**config.mk**
```make
export PLATFORM = sky130hd
export DESIGN_NAME = acc_top
export DESIGN_NICKNAME = d
export VERILOG_FILES = /design/src/acc_sync.v /design/src/acc_input_select.v /design/src/acc_top.v
export VERILOG_INCLUDE_DIRS = /design/src
export SDC_FILE = /design/constraint.sdc
export NUM_CORES = 1
export LEC_CHECK = 0
export BUFFER_PORTS_ARGS = -buffer_cell sky130_fd_sc_hd__buf_2
export CORE_MARGIN = 2
export CORE_UTILIZATION = 32
export CTS_BUF_LIST = sky130_fd_sc_hd__clkbuf_2
export DETAILED_ROUTE_END_ITERATION = 8
export GPL_TIMING_DRIVEN = 0
export SYNTH_ARGS = -nofsm -noshare
export SYNTH_HDL_FRONTEND = slang
export SYNTH_SLANG_ARGS = --single-unit
```
**constraint.sdc**
```tcl
create_clock -name i_clk -period 1.4 [get_ports i_clk]
set_input_delay 0.07 -clock i_clk [delete_from_list [all_inputs] [get_ports i_clk]]
set_output_delay 0.07 -clock i_clk [all_outputs]
set_load 0.1 [all_outputs]
```
**src/acc_defines.vh**
```
/*
 Shared constants of the analog comparator control block: register
 offsets, field positions, reset values and mode codes.
 Assumes inclusion by bare name from the design files.
*/
`ifndef ACC_DEFINES_VH
`define ACC_DEFINES_VH

// Register byte offsets
`define ACC_OFS_CTRL_B 12'h000
`define ACC_OFS_CSR 12'h004
`define ACC_OFS_DIDR 12'h008
`define ACC_OFS_IRQ_STAT 12'h00C
`define ACC_OFS_IRQ_MASK 12'h010

// converter_ctrl_b fields
`define ACC_B_BIPOLAR 7
`define ACC_B_MUX_EN 6
`define ACC_B_REF_HI 5
`define ACC_B_REF_LO 4
`define ACC_B_RSVD 3
`define ACC_B_TRIG_HI 2
`define ACC_B_TRIG_LO 0
`define ACC_CTRL_B_WMASK 8'hF7

// comparator_ctrl_status fields
`define ACC_C_POWER_OFF 7
`define ACC_C_INT_REF 6
`define ACC_C_OUT_SYNC 5
`define ACC_C_IRQ_FLAG 4
`define ACC_C_IRQ_EN 3
`define ACC_C_CAPTURE 2
`define ACC_C_MODE_HI 1
`define ACC_C_MODE_LO 0

// digital_input_disable fields
`define ACC_D_POS_OFF 7
`define ACC_D_NEG_OFF 6

// Interrupt status / mask layout
`define ACC_I_CMP_EVT 0
`define ACC_I_CAP_EVT 1
`define ACC_IRQ_BITS 2

// Reset values
`define ACC_RST_8 8'h00
`define ACC_RST_IRQ 2'h0
`define ACC_RST_32 32'h0000_0000

// Interrupt mode codes
`define ACC_MODE_TOGGLE 2'h0
`define ACC_MODE_RSVD 2'h1
`define ACC_MODE_FALL 2'h2
`define ACC_MODE_RISE 2'h3

// Input selection codes
`define ACC_CH_MAX 5'h0A
`define ACC_CH_CURRENT_SOURCE_NODE 5'h03
`define ACC_REF_FULL 2'h3

`endif

```
**src/acc_sync.v**
```verilog
/*
 Two-flop synchronizer for the raw comparator output, with a third
 register holding the previous synchronized value for edge detection.
 Assumes the raw input is asynchronous to i_clk.
*/
`timescale 1ns/1ns
module acc_sync (
	input wire i_clk,
	input wire i_rst,
	input wire i_ce,
	input wire i_raw,
	output wire o_sync,
	output wire o_rise,
	output wire o_fall
);
	reg meta_reg;
	reg sync_reg;
	reg prev_reg;

	always @(posedge i_clk or posedge i_rst) begin
		if (i_rst) begin
			meta_reg <= 1'b0;
			sync_reg <= 1'b0;
			prev_reg <= 1'b0;
		end else if (i_ce) begin
			meta_reg <= i_raw;
			sync_reg <= meta_reg;
			prev_reg <= sync_reg;
		end
	end

	assign o_sync = sync_reg;
	assign o_rise = sync_reg & ~prev_reg;
	assign o_fall = ~sync_reg & prev_reg;
endmodule

```
**src/acc_input_select.v**
```verilog
/*
 Routing decode for the comparator's positive and negative inputs.
 Assumes the analog switches follow these select levels directly.
*/
`timescale 1ns/1ns
`include "acc_defines.vh"
module acc_input_select (
	input wire i_mux_enable,
	input wire i_converter_enable,
	input wire [4:0] i_channel_select_code,
	input wire i_internal_ref_select,
	input wire [1:0] i_ref_level,
	input wire [1:0] i_converter_ref_field,
	output wire o_pos_from_mux,
	output wire [4:0] o_pos_channel,
	output wire o_pos_channel_valid,
	output wire o_current_source_node,
	output wire o_neg_from_ref,
	output wire [1:0] o_ref_level,
	output wire o_ref_valid
);
	assign o_pos_from_mux = i_mux_enable & ~i_converter_enable;
	assign o_pos_channel = o_pos_from_mux ? i_channel_select_code :
		5'h00;
	assign o_pos_channel_valid = o_pos_from_mux &
		(i_channel_select_code <= `ACC_CH_MAX);
	assign o_current_source_node = o_pos_from_mux &
		(i_channel_select_code == `ACC_CH_CURRENT_SOURCE_NODE);
	assign o_neg_from_ref = i_internal_ref_select;
	// Code 0 full scale, each step halves the level
	assign o_ref_level = i_internal_ref_select ? i_ref_level : 2'h0;
	assign o_ref_valid = i_internal_ref_select &
		(i_converter_ref_field == `ACC_REF_FULL);
endmodule

```
**src/acc_top.v**
```verilog
/*
 Analog comparator control: APB register file, input routing,
 output synchronizer, interrupt flag and capture routing.
 Assumes the analog core, converter and timer sit outside.
*/
// Contract
// - Mux enable with converter off routes channel mux to positive input.
// - Otherwise the dedicated positive pin drives the positive input.
// - Channel codes 0..10 select channels; code 3 adds current source node.
// - Internal reference select feeds reference to negative input, else pin.
// - Two-bit level field picks reference only while internal select set.
// - Power-off bit removes comparator power, writable any time.
// - Comparator output synchronized to status bit, one to two cycles.
// - Flag set when synchronized output shows the selected mode event.
// - Flag clears on vector taken or software writing one.
// - Request only with flag, enable and global enable all set.
// - Mode 0 toggle, 1 reserved, 2 falling, 3 rising.
// - Capture route bit connects output to timer capture front end.
// - Comparator capture interrupt needs timer capture enable set.
// - Upper disable bits kill pin buffers; port bits read zero.
// - Status is one when positive input exceeds negative input.
// - With reference field 11b, levels full, half, quarter, eighth.
`timescale 1ns/1ns
`include "acc_defines.vh"
module acc_top (
	input wire i_clk,
	input wire i_rst,
	input wire i_ce,
	input wire i_psel,
	input wire i_penable,
	input wire i_pwrite,
	input wire [11:0] i_paddr,
	input wire [31:0] i_pwdata,
	output wire [31:0] o_prdata,
	output wire o_pready,
	output wire o_pslverr,
	input wire i_cmp_raw,
	input wire i_converter_enable,
	input wire [4:0] i_channel_select_code,
	input wire [1:0] i_converter_ref_field,
	input wire i_global_irq_enable,
	input wire i_cmp_vector_taken,
	input wire i_timer_capture_irq_enable,
	input wire i_timer_capture_flag,
	input wire i_pos_pin_digital,
	input wire i_neg_pin_digital,
	output wire o_pos_from_mux,
	output wire [4:0] o_pos_channel,
	output wire o_pos_channel_valid,
	output wire o_current_source_node,
	output wire o_neg_from_ref,
	output wire [1:0] o_ref_level,
	output wire o_ref_valid,
	output wire o_cmp_power_off,
	output wire o_cmp_output_sync,
	output wire o_cmp_irq_req,
	output wire o_capture_input,
	output wire o_capture_irq_req,
	output wire o_pos_pin_buffer_off,
	output wire o_neg_pin_buffer_off,
	output wire o_pos_pin_read,
	output wire o_neg_pin_read,
	output wire o_irq
);
	reg [7:0] ctrl_b_reg;
	reg [7:0] csr_reg;
	reg [7:0] didr_reg;
	reg [`ACC_IRQ_BITS-1:0] irq_stat_reg;
	reg [`ACC_IRQ_BITS-1:0] irq_mask_reg;
	reg flag_reg;
	reg cap_prev_reg;
	reg [31:0] prdata_reg;
	reg slverr_reg;

	wire cmp_sync;
	wire cmp_rise;
	wire cmp_fall;
	wire [1:0] mode;
	wire cmp_event;
	wire setup;
	wire wr_access;
	wire [7:0] wbyte;
	wire [7:0] csr_view;
	wire flag_w1c;
	wire cap_req;
	wire cap_event;
	reg [31:0] rd_mux;
	reg rd_hit;

	// Mode decode of edge strobes into a flag event
	function mode_event;
		input [1:0] m;
		input rise;
		input fall;
		begin
			case (m)
			`ACC_MODE_TOGGLE: mode_event = rise | fall;
			`ACC_MODE_FALL: mode_event = fall;
			`ACC_MODE_RISE: mode_event = rise;
			default: mode_event = 1'b0;
			endcase
		end
	endfunction

	// Address match against a register offset
	function addr_is;
		input [11:0] a;
		input [11:0] ofs;
		begin
			addr_is = (a == ofs);
		end
	endfunction

	acc_sync u_sync (
		.i_clk(i_clk),
		.i_rst(i_rst),
		.i_ce(i_ce),
		.i_raw(i_cmp_raw),
		.o_sync(cmp_sync),
		.o_rise(cmp_rise),
		.o_fall(cmp_fall)
	);

	acc_input_select u_sel (
		.i_mux_enable(ctrl_b_reg[`ACC_B_MUX_EN]),
		.i_converter_enable(i_converter_enable),
		.i_channel_select_code(i_channel_select_code),
		.i_internal_ref_select(csr_reg[`ACC_C_INT_REF]),
		.i_ref_level(ctrl_b_reg[`ACC_B_REF_HI:`ACC_B_REF_LO]),
		.i_converter_ref_field(i_converter_ref_field),
		.o_pos_from_mux(o_pos_from_mux),
		.o_pos_channel(o_pos_channel),
		.o_pos_channel_valid(o_pos_channel_valid),
		.o_current_source_node(o_current_source_node),
		.o_neg_from_ref(o_neg_from_ref),
		.o_ref_level(o_ref_level),
		.o_ref_valid(o_ref_valid)
	);

	assign mode = csr_reg[`ACC_C_MODE_HI:`ACC_C_MODE_LO];
	assign cmp_event = mode_event(mode, cmp_rise, cmp_fall);

	assign setup = i_psel & ~i_penable;
	assign wr_access = i_psel & i_penable & i_pwrite;
	assign wbyte = i_pwdata[7:0];
	assign flag_w1c = wr_access & addr_is(i_paddr, `ACC_OFS_CSR) &
		wbyte[`ACC_C_IRQ_FLAG];

	assign csr_view = {csr_reg[`ACC_C_POWER_OFF], csr_reg[`ACC_C_INT_REF],
		cmp_sync, flag_reg, csr_reg[`ACC_C_IRQ_EN:`ACC_C_MODE_LO]};

	// Capture path and its gated interrupt
	assign o_capture_input = csr_reg[`ACC_C_CAPTURE] & cmp_sync;
	assign cap_req = csr_reg[`ACC_C_CAPTURE] & i_timer_capture_flag;
	assign cap_event = cap_req & ~cap_prev_reg;
	assign o_capture_irq_req = cap_req & i_timer_capture_irq_enable &
		i_global_irq_enable;

	always @* begin
		rd_mux = `ACC_RST_32;
		rd_hit = 1'b1;
		case (i_paddr)
		`ACC_OFS_CTRL_B: rd_mux[7:0] = ctrl_b_reg;
		`ACC_OFS_CSR: rd_mux[7:0] = csr_view;
		`ACC_OFS_DIDR: rd_mux[7:0] = didr_reg;
		`ACC_OFS_IRQ_STAT: rd_mux[`ACC_IRQ_BITS-1:0] = irq_stat_reg;
		`ACC_OFS_IRQ_MASK: rd_mux[`ACC_IRQ_BITS-1:0] = irq_mask_reg;
		default: rd_hit = 1'b0;
		endcase
	end

	always @(posedge i_clk or posedge i_rst) begin
		if (i_rst) begin
			ctrl_b_reg <= `ACC_RST_8;
			csr_reg <= `ACC_RST_8;
			didr_reg <= `ACC_RST_8;
			irq_stat_reg <= `ACC_RST_IRQ;
			irq_mask_reg <= `ACC_RST_IRQ;
			flag_reg <= 1'b0;
			cap_prev_reg <= 1'b0;
			prdata_reg <= `ACC_RST_32;
			slverr_reg <= 1'b0;
		end else if (i_ce) begin
			cap_prev_reg <= cap_req;
			if (setup) begin
				prdata_reg <= i_pwrite ? `ACC_RST_32 : rd_mux;
				slverr_reg <= ~rd_hit;
			end
			if (wr_access) begin
				case (i_paddr)
				`ACC_OFS_CTRL_B: ctrl_b_reg <= wbyte & `ACC_CTRL_B_WMASK;
				// Power-off write accepted in any state
				`ACC_OFS_CSR: csr_reg <= wbyte;
				`ACC_OFS_DIDR: didr_reg <= wbyte;
				`ACC_OFS_IRQ_MASK:
					irq_mask_reg <= wbyte[`ACC_IRQ_BITS-1:0];
				default: ;
				endcase
			end
			// Set wins over a clear in the same cycle
			flag_reg <= (flag_reg & ~(flag_w1c | i_cmp_vector_taken)) |
				cmp_event;
			if (wr_access & addr_is(i_paddr, `ACC_OFS_IRQ_STAT))
				irq_stat_reg <= (irq_stat_reg &
					~wbyte[`ACC_IRQ_BITS-1:0]) |
					{cap_event, cmp_event};
			else
				irq_stat_reg <= irq_stat_reg | {cap_event, cmp_event};
		end
	end

	assign o_prdata = prdata_reg;
	// Stall the access phase while the clock enable freezes state
	assign o_pready = i_ce;
	assign o_pslverr = i_psel & i_penable & slverr_reg;

	assign o_cmp_power_off = csr_reg[`ACC_C_POWER_OFF];
	assign o_cmp_output_sync = cmp_sync;
	assign o_cmp_irq_req = flag_reg & csr_reg[`ACC_C_IRQ_EN] &
		i_global_irq_enable;
	assign o_pos_pin_buffer_off = didr_reg[`ACC_D_POS_OFF];
	assign o_neg_pin_buffer_off = didr_reg[`ACC_D_NEG_OFF];
	assign o_pos_pin_read = i_pos_pin_digital &
		~didr_reg[`ACC_D_POS_OFF];
	assign o_neg_pin_read = i_neg_pin_digital &
		~didr_reg[`ACC_D_NEG_OFF];
	assign o_irq = |(irq_stat_reg & irq_mask_reg);
endmodule

```
* Yosys cells after proc, flatten, opt, wreduce, memory -nomap -nowiden *
Cells that the tools add are included.

operators by class
  div/mod/pow operators = 0
  reduce and logical (&&, ||, !) cells = 9
  shift-type cells = 0
  multiply operators = 0
  $add $sub $neg = 0
  magnitude comparators = 1
  bitwise logic cells = 40
  mux-type cells = 8
  eq/ne operators = 8

operators with widths
  cell                 count
  $eq 12x4->1 const B  2
  $and 1x1->1          23
  $pmux 6 s3           1
  $eq 12x3->1 const B  1
  $eq 12x5->1 const B  1
  $logic_not 12->1     1
  $reduce_and 3->1     4
  $pmux 2 s5           1
  $not 1->1            9
  $mux 8               1
  $eq 2x2->1 const B   3
  $eq 5x2->1 const B   1
  $le 5x4->1 const B   1
  $mux 5               1
  $reduce_or 5->1      1
  $and 2x2->2          2
  $mux 2               2
  $or 2x2->2           2
  $or 1x1->1           3
  $pmux 1 s3           1
  $logic_not 2->1      1
  $not 2->2            1
  $reduce_and 2->1     1
  $reduce_or 2->1      1
  $mux 1               1

storage, ports and cells
  bits in writable memories = 0
  bits in latches = 0
  output and inout port bits = 56
  bits in registers = 65
  input bits = 65
  bits in read-only memories = 0
  memories = 0
  word-level logic and storage cells = 78

* Longest topological paths before layout *
  depth in word-level cells = 8
  depth in mapped cells = 6
  mapped depth without buffers = 6

* By module *
A second synthesis with hierarchy kept.

unflattened totals
  cells, all modules = 204
  area total of the unflattened synthesis = 2,336.0 um^2

by module, submodules not included
  module            cells an instance  seq. area each (um^2)  times used  area an instance (um^2)
  acc_top           180                900.9                  1           2,092.0
  acc_sync          9                  75.1                   1           125.1
  acc_input_select  15                 0.0                    1           118.9

* Worst setup path after synthesis *
No wires, ideal clock.

  kind = flip-flop to output port
  start = reg ctrl_b_reg[6]
  end = out o_current_source_node
  path slack = -3.608 ns
  cell stages (with the launch flop) = 4
  arrival time = 4.938 ns
  buffers on the path = 0
  data required time = 1.330 ns
  path through = dfrtp_1 nor2b_1 nand2b_1 nor4_1

between the ends
  word-level cells in the longest chain between the ends = 2

ends and longest elaborated chain
  item                      line                   source
  from (decl)               acc_top.v:65           reg [7:0] ctrl_b_reg;
  from (signal assigned)    acc_top.v:174          ctrl_b_reg <= `ACC_RST_8;
  from (signal assigned)    acc_top.v:191          `ACC_OFS_CTRL_B: ctrl_b_reg <= wbyte & `ACC_CTRL_B_WMASK;
  $and 1x1->1               acc_input_select.v:22  assign o_pos_from_mux = i_mux_enable & ~i_converter_enable;
  named net o_pos_from_mux  acc_top.v:47           output wire o_pos_from_mux,
  $and 1x1->1               acc_input_select.v:27  assign o_current_source_node = o_pos_from_mux &
  to (decl)                 acc_top.v:50           output wire o_current_source_node,

The timed path passes the listed nets, and every way through them passes these cells.

* Worst setup path after layout *
  start = reg ctrl_b_reg[6]
  end = out o_current_source_node

between the ends
  word-level cells in the longest chain between the ends = 2

ends and longest elaborated chain
  item         line
  $and 1x1->1  acc_input_select.v:22
  $and 1x1->1  acc_input_select.v:27

No other way between the ends.

==> run metrics <==
pin count of the biggest net entering global routing 40; Max stage delay on crit path 0.40 ns; min Tclk post-route 1.53 ns; max cap viols 0; Detailed Place HPWL between 3 and 4 mm; starting density of the core 0.329; Slew Limit Headroom 0.452; Final Setup Violations 8; Ys Warns 0; Die H a little under 90 um; Max Root-Sink Buffers 2; Worst Setup Slack, final -0.135 ns; Switching Fraction 0.378; DP Cell Count between 300 and 400; vias 1,864; Place WS -0.512 ns; share of layout cells above drive strength 1 0.516; Max Slew Vio Count 0; Root Driver clkbuf_2; Clock H-tree levels 2; Area Growth Syn to Fin 50.3%; P per Cell Area 711 nW/um^2; CTS tree yes; clk_skew ~0.0021 ns; FF-to-FF Start didr_reg[1]$_DFFE_PP0P_; global-route wire length before repair between 8 and 9 mm; area of the multi-input gates 1210 um^2; Post-Syn Area about 2200 um^2; slowest CP cell dfrtp_1; Layout fillers about 700; vias in the first global route 1,808; Tcrit/Tclk final 1.10; FF+latch area between 900 and 1000 um^2; I/O pin count 121; metal3 WL around 360 um; CP arrival 1.46 ns; Psw approximately 0.00090 W; wl on met1 approximately 2.4 mm; register area share after synthesis 0.439; outcome finished, violations left; GP Congestion ~0.83; diodes inserted 0; fin nets roughly 400; fmax between 600 and 700 MHz; endpoints failing hold 0; worst-margin pin slew roughly 0.82 ns; nature of the critical path startpoint flip-flop; Non-Filler Instances ~420; gr usage total 0.149; routed len/inst 13.5 um; Num CTS Buffers 5; #FFs+latches synth 39; Crit path max-delay family simple AND/OR/NAND/NOR gates; via/cell ratio 4.49; Yosys cell types 39; P_int between 0.001 and 0.0015 W; final WL between 5 and 6 mm; # DRC 0; Clock Latency Late Sink between 0.3 and 0.4 ns; Clock Sinks 39; IO buf count approximately 70; Die X approximately 87 um; worst min-delay path class in -> reg; crit path max fanout 2; worst setup path class reg -> out; Clock power frac 0.213; crit path cell chain nor2b_4 > nand2b_4 > nor4_4 > buf_6; Static Leakage around 1.7 nW; top sig layer met4; violated checks setup timing; met2 wire length ~2.8 mm; CP endpoint kind primary output; die area roughly 7600 um^2; hold path startpoint i_pwrite; drt first-iter violations 97; initial antenna violation count 0; CP startpoint ctrl_b_reg[6]$_DFFE_PP0P_; DRT Pass-1 Iters 4; Cells after Synth between 200 and 250; Reg power frac 0.493; RSZ-0062 raised after global routing true; clk slew on worst S/H paths ~0.19 ns; critical path buffer and inverter count 1; GR Overflow Total 0; logic gate share of total power 0.294; FP Rows 30; placeable core region between 6000 and 7000 um^2; Worst EP required between 1 and 1.5 ns; Avg Cell Area, Syn between 10 and 15 um^2; Routed Antenna Nets 0; VDD IR max 0.326 mV
[cells by family (layout without fill, tap and decap cells)]
logic type / count (synthesis) / count (layout) / share of synthesized area
other: 1 / 24 / 0.00169
multiplexers: 31 / 31 / 0.165
adder cells (fa/ha/maj): 2 / 2 / 0.0113
buffers and inverters: 35 / 136 / 0.106
AO/OA/AOI/OAI: 28 / 28 / 0.0749
flip-flops: 39 / 39 / 0.439
AND/OR/NAND/NOR: 75 / 75 / 0.202
[Yosys cell counts (all sizes together)]
| cell | number | area, um^2 |
|---|---|---|
| nor4 | 4 | 40.0 |
| o211ai | 2 | 15.0 |
| ha | 2 | 25.0 |
| and3 | 7 | 43.8 |
| a21oi | 7 | 35.0 |
| nor2b | 5 | 31.3 |
| or4 | 1 | 11.3 |
| nand3 | 2 | 10.0 |
| and4 | 2 | 17.5 |
| a22o | 1 | 8.76 |
| mux2i | 7 | 70.1 |
| nor3b | 1 | 18.8 |
| dfrtp | 39 | 976 |
| a2111oi | 2 | 17.5 |
| o21ai | 12 | 60.1 |
| nand3b | 2 | 15.0 |
| nand2 | 23 | 86.3 |
| a21o | 1 | 7.51 |
| inv | 4 | 15.0 |
| nor3 | 4 | 30.0 |
| nor2 | 6 | 22.5 |
| and2b | 1 | 8.76 |
| o31ai | 2 | 15.0 |
| conb | 1 | 3.75 |
| nand4 | 3 | 25.0 |
| buf | 29 | 213 |
| nand2b | 2 | 12.5 |
| and2 | 10 | 62.6 |
| clkbuf | 2 | 7.51 |
| a22oi | 1 | 7.51 |
| or3 | 2 | 12.5 |
| mux2 | 24 | 297 |
[final cells by class]
class                   count  area share
well taps                  80      0.0300
clock inverters             1     0.00150
plain buffers              31      0.0667
multi-input cells         160       0.364
flip-flops and latches     39       0.295
inverters                   4     0.00450
repair buffers             93       0.228
clock buffers               7      0.0105
[per-stage QoR]
step | util | total power, W | setup TNS, ns | hold slack [ns] | instance area [um^2]
3_3_place_gp | 0.425 | 0.00183 | -14.97 | 0.309 | 2870
5_1_grt | 0.494 | 0.00250 | -1.66 | 0.0380 | 3340
6_report | 0.494 | 0.00237 | -0.815 | 0.0328 | 3340
3_5_place_dp | 0.425 | 0.00183 | -10.61 | 0.292 | 2870
4_1_cts | 0.480 | 0.00238 | -1.08 | 0.0166 | 3240
2_1_floorplan | - | 0.00171 | -4.09 | 0.218 | 2410
[timing repair]
item	in CTS	in global routing
setup buffers	7	3
endpoints found under the hold margin	67	0
hold buffers	12	0
endpoints found under the setup margin	27	24
gates resized for setup	47	25
pin swaps	6	4
[power groups by stage]
stage | registers [W] | logic [W] | clock network [W]
final | 0.00117 | 0.000697 | 0.000506
after global routing | 0.00118 | 0.000740 | 0.000589
after global placement | 0.00119 | 0.000632 | 0
after detailed placement | 0.00119 | 0.000637 | 0
after CTS | 0.00117 | 0.000677 | 0.000535
after floorplan | 0.00121 | 0.000493 | 0
[path summary, 6_finish.rpt]
check	slack, ns	depth (start not counted)	to
max	-0.13	4	o_current_source_node
min	0.03	3	o_prdata[0]$_DFFE_PP0P_
max reg2reg	0.06	4	o_prdata[1]$_DFFE_PP0P_
min reg2reg	0.50	2	o_prdata[4]$_DFFE_PP0P_
max in group asynchronous	0.44	3	u_sync.o_sync$_DFFE_PP0P_
min in group asynchronous	0.36	3	didr_reg[6]$_DFFE_PP0P_
[cells in the final DEF (no fill, tap or decap), types with 3 or more instances in the layout]
cell type / netlist / routed
buf_2: 2 / 51
buf_6: 1 / 11
nor2_1: 6 / 6
dfrtp_1: 39 / 34
conb_1: 1 / 24
mux2i_1: 7 / 7
buf_12: 0 / 9
clkbuf_4: 0 / 4
nand2_1: 23 / 23
o21ai_0: 12 / 11
and2_4: 0 / 6
dfrtp_2: 0 / 4
and3_1: 7 / 6
buf_4: 25 / 33
clkbuf_2: 0 / 7
dlygate4sd3_1: 0 / 12
mux2_2: 17 / 9
a21oi_1: 7 / 6
nor2b_4: 0 / 3
mux2_4: 7 / 15
[worst reg2reg max path, delay by kind of cell, from the launching register on]
kind	cells	cell delay, ns
muxes	1	0.16
AOI/OAI and AO/OA	2	0.60
DFF	1	0.42
and+or+nand+nor	1	0.06
[metal layers]
layer / GRT usage / up-vias
met2: 0.236 / 55
met1: 0.201 / 866
met3: 0.0389 / 5
li1: - / 938
met4: 0.0420 / 0
met5: 0 / -
(Power assumes the default switching activity.)
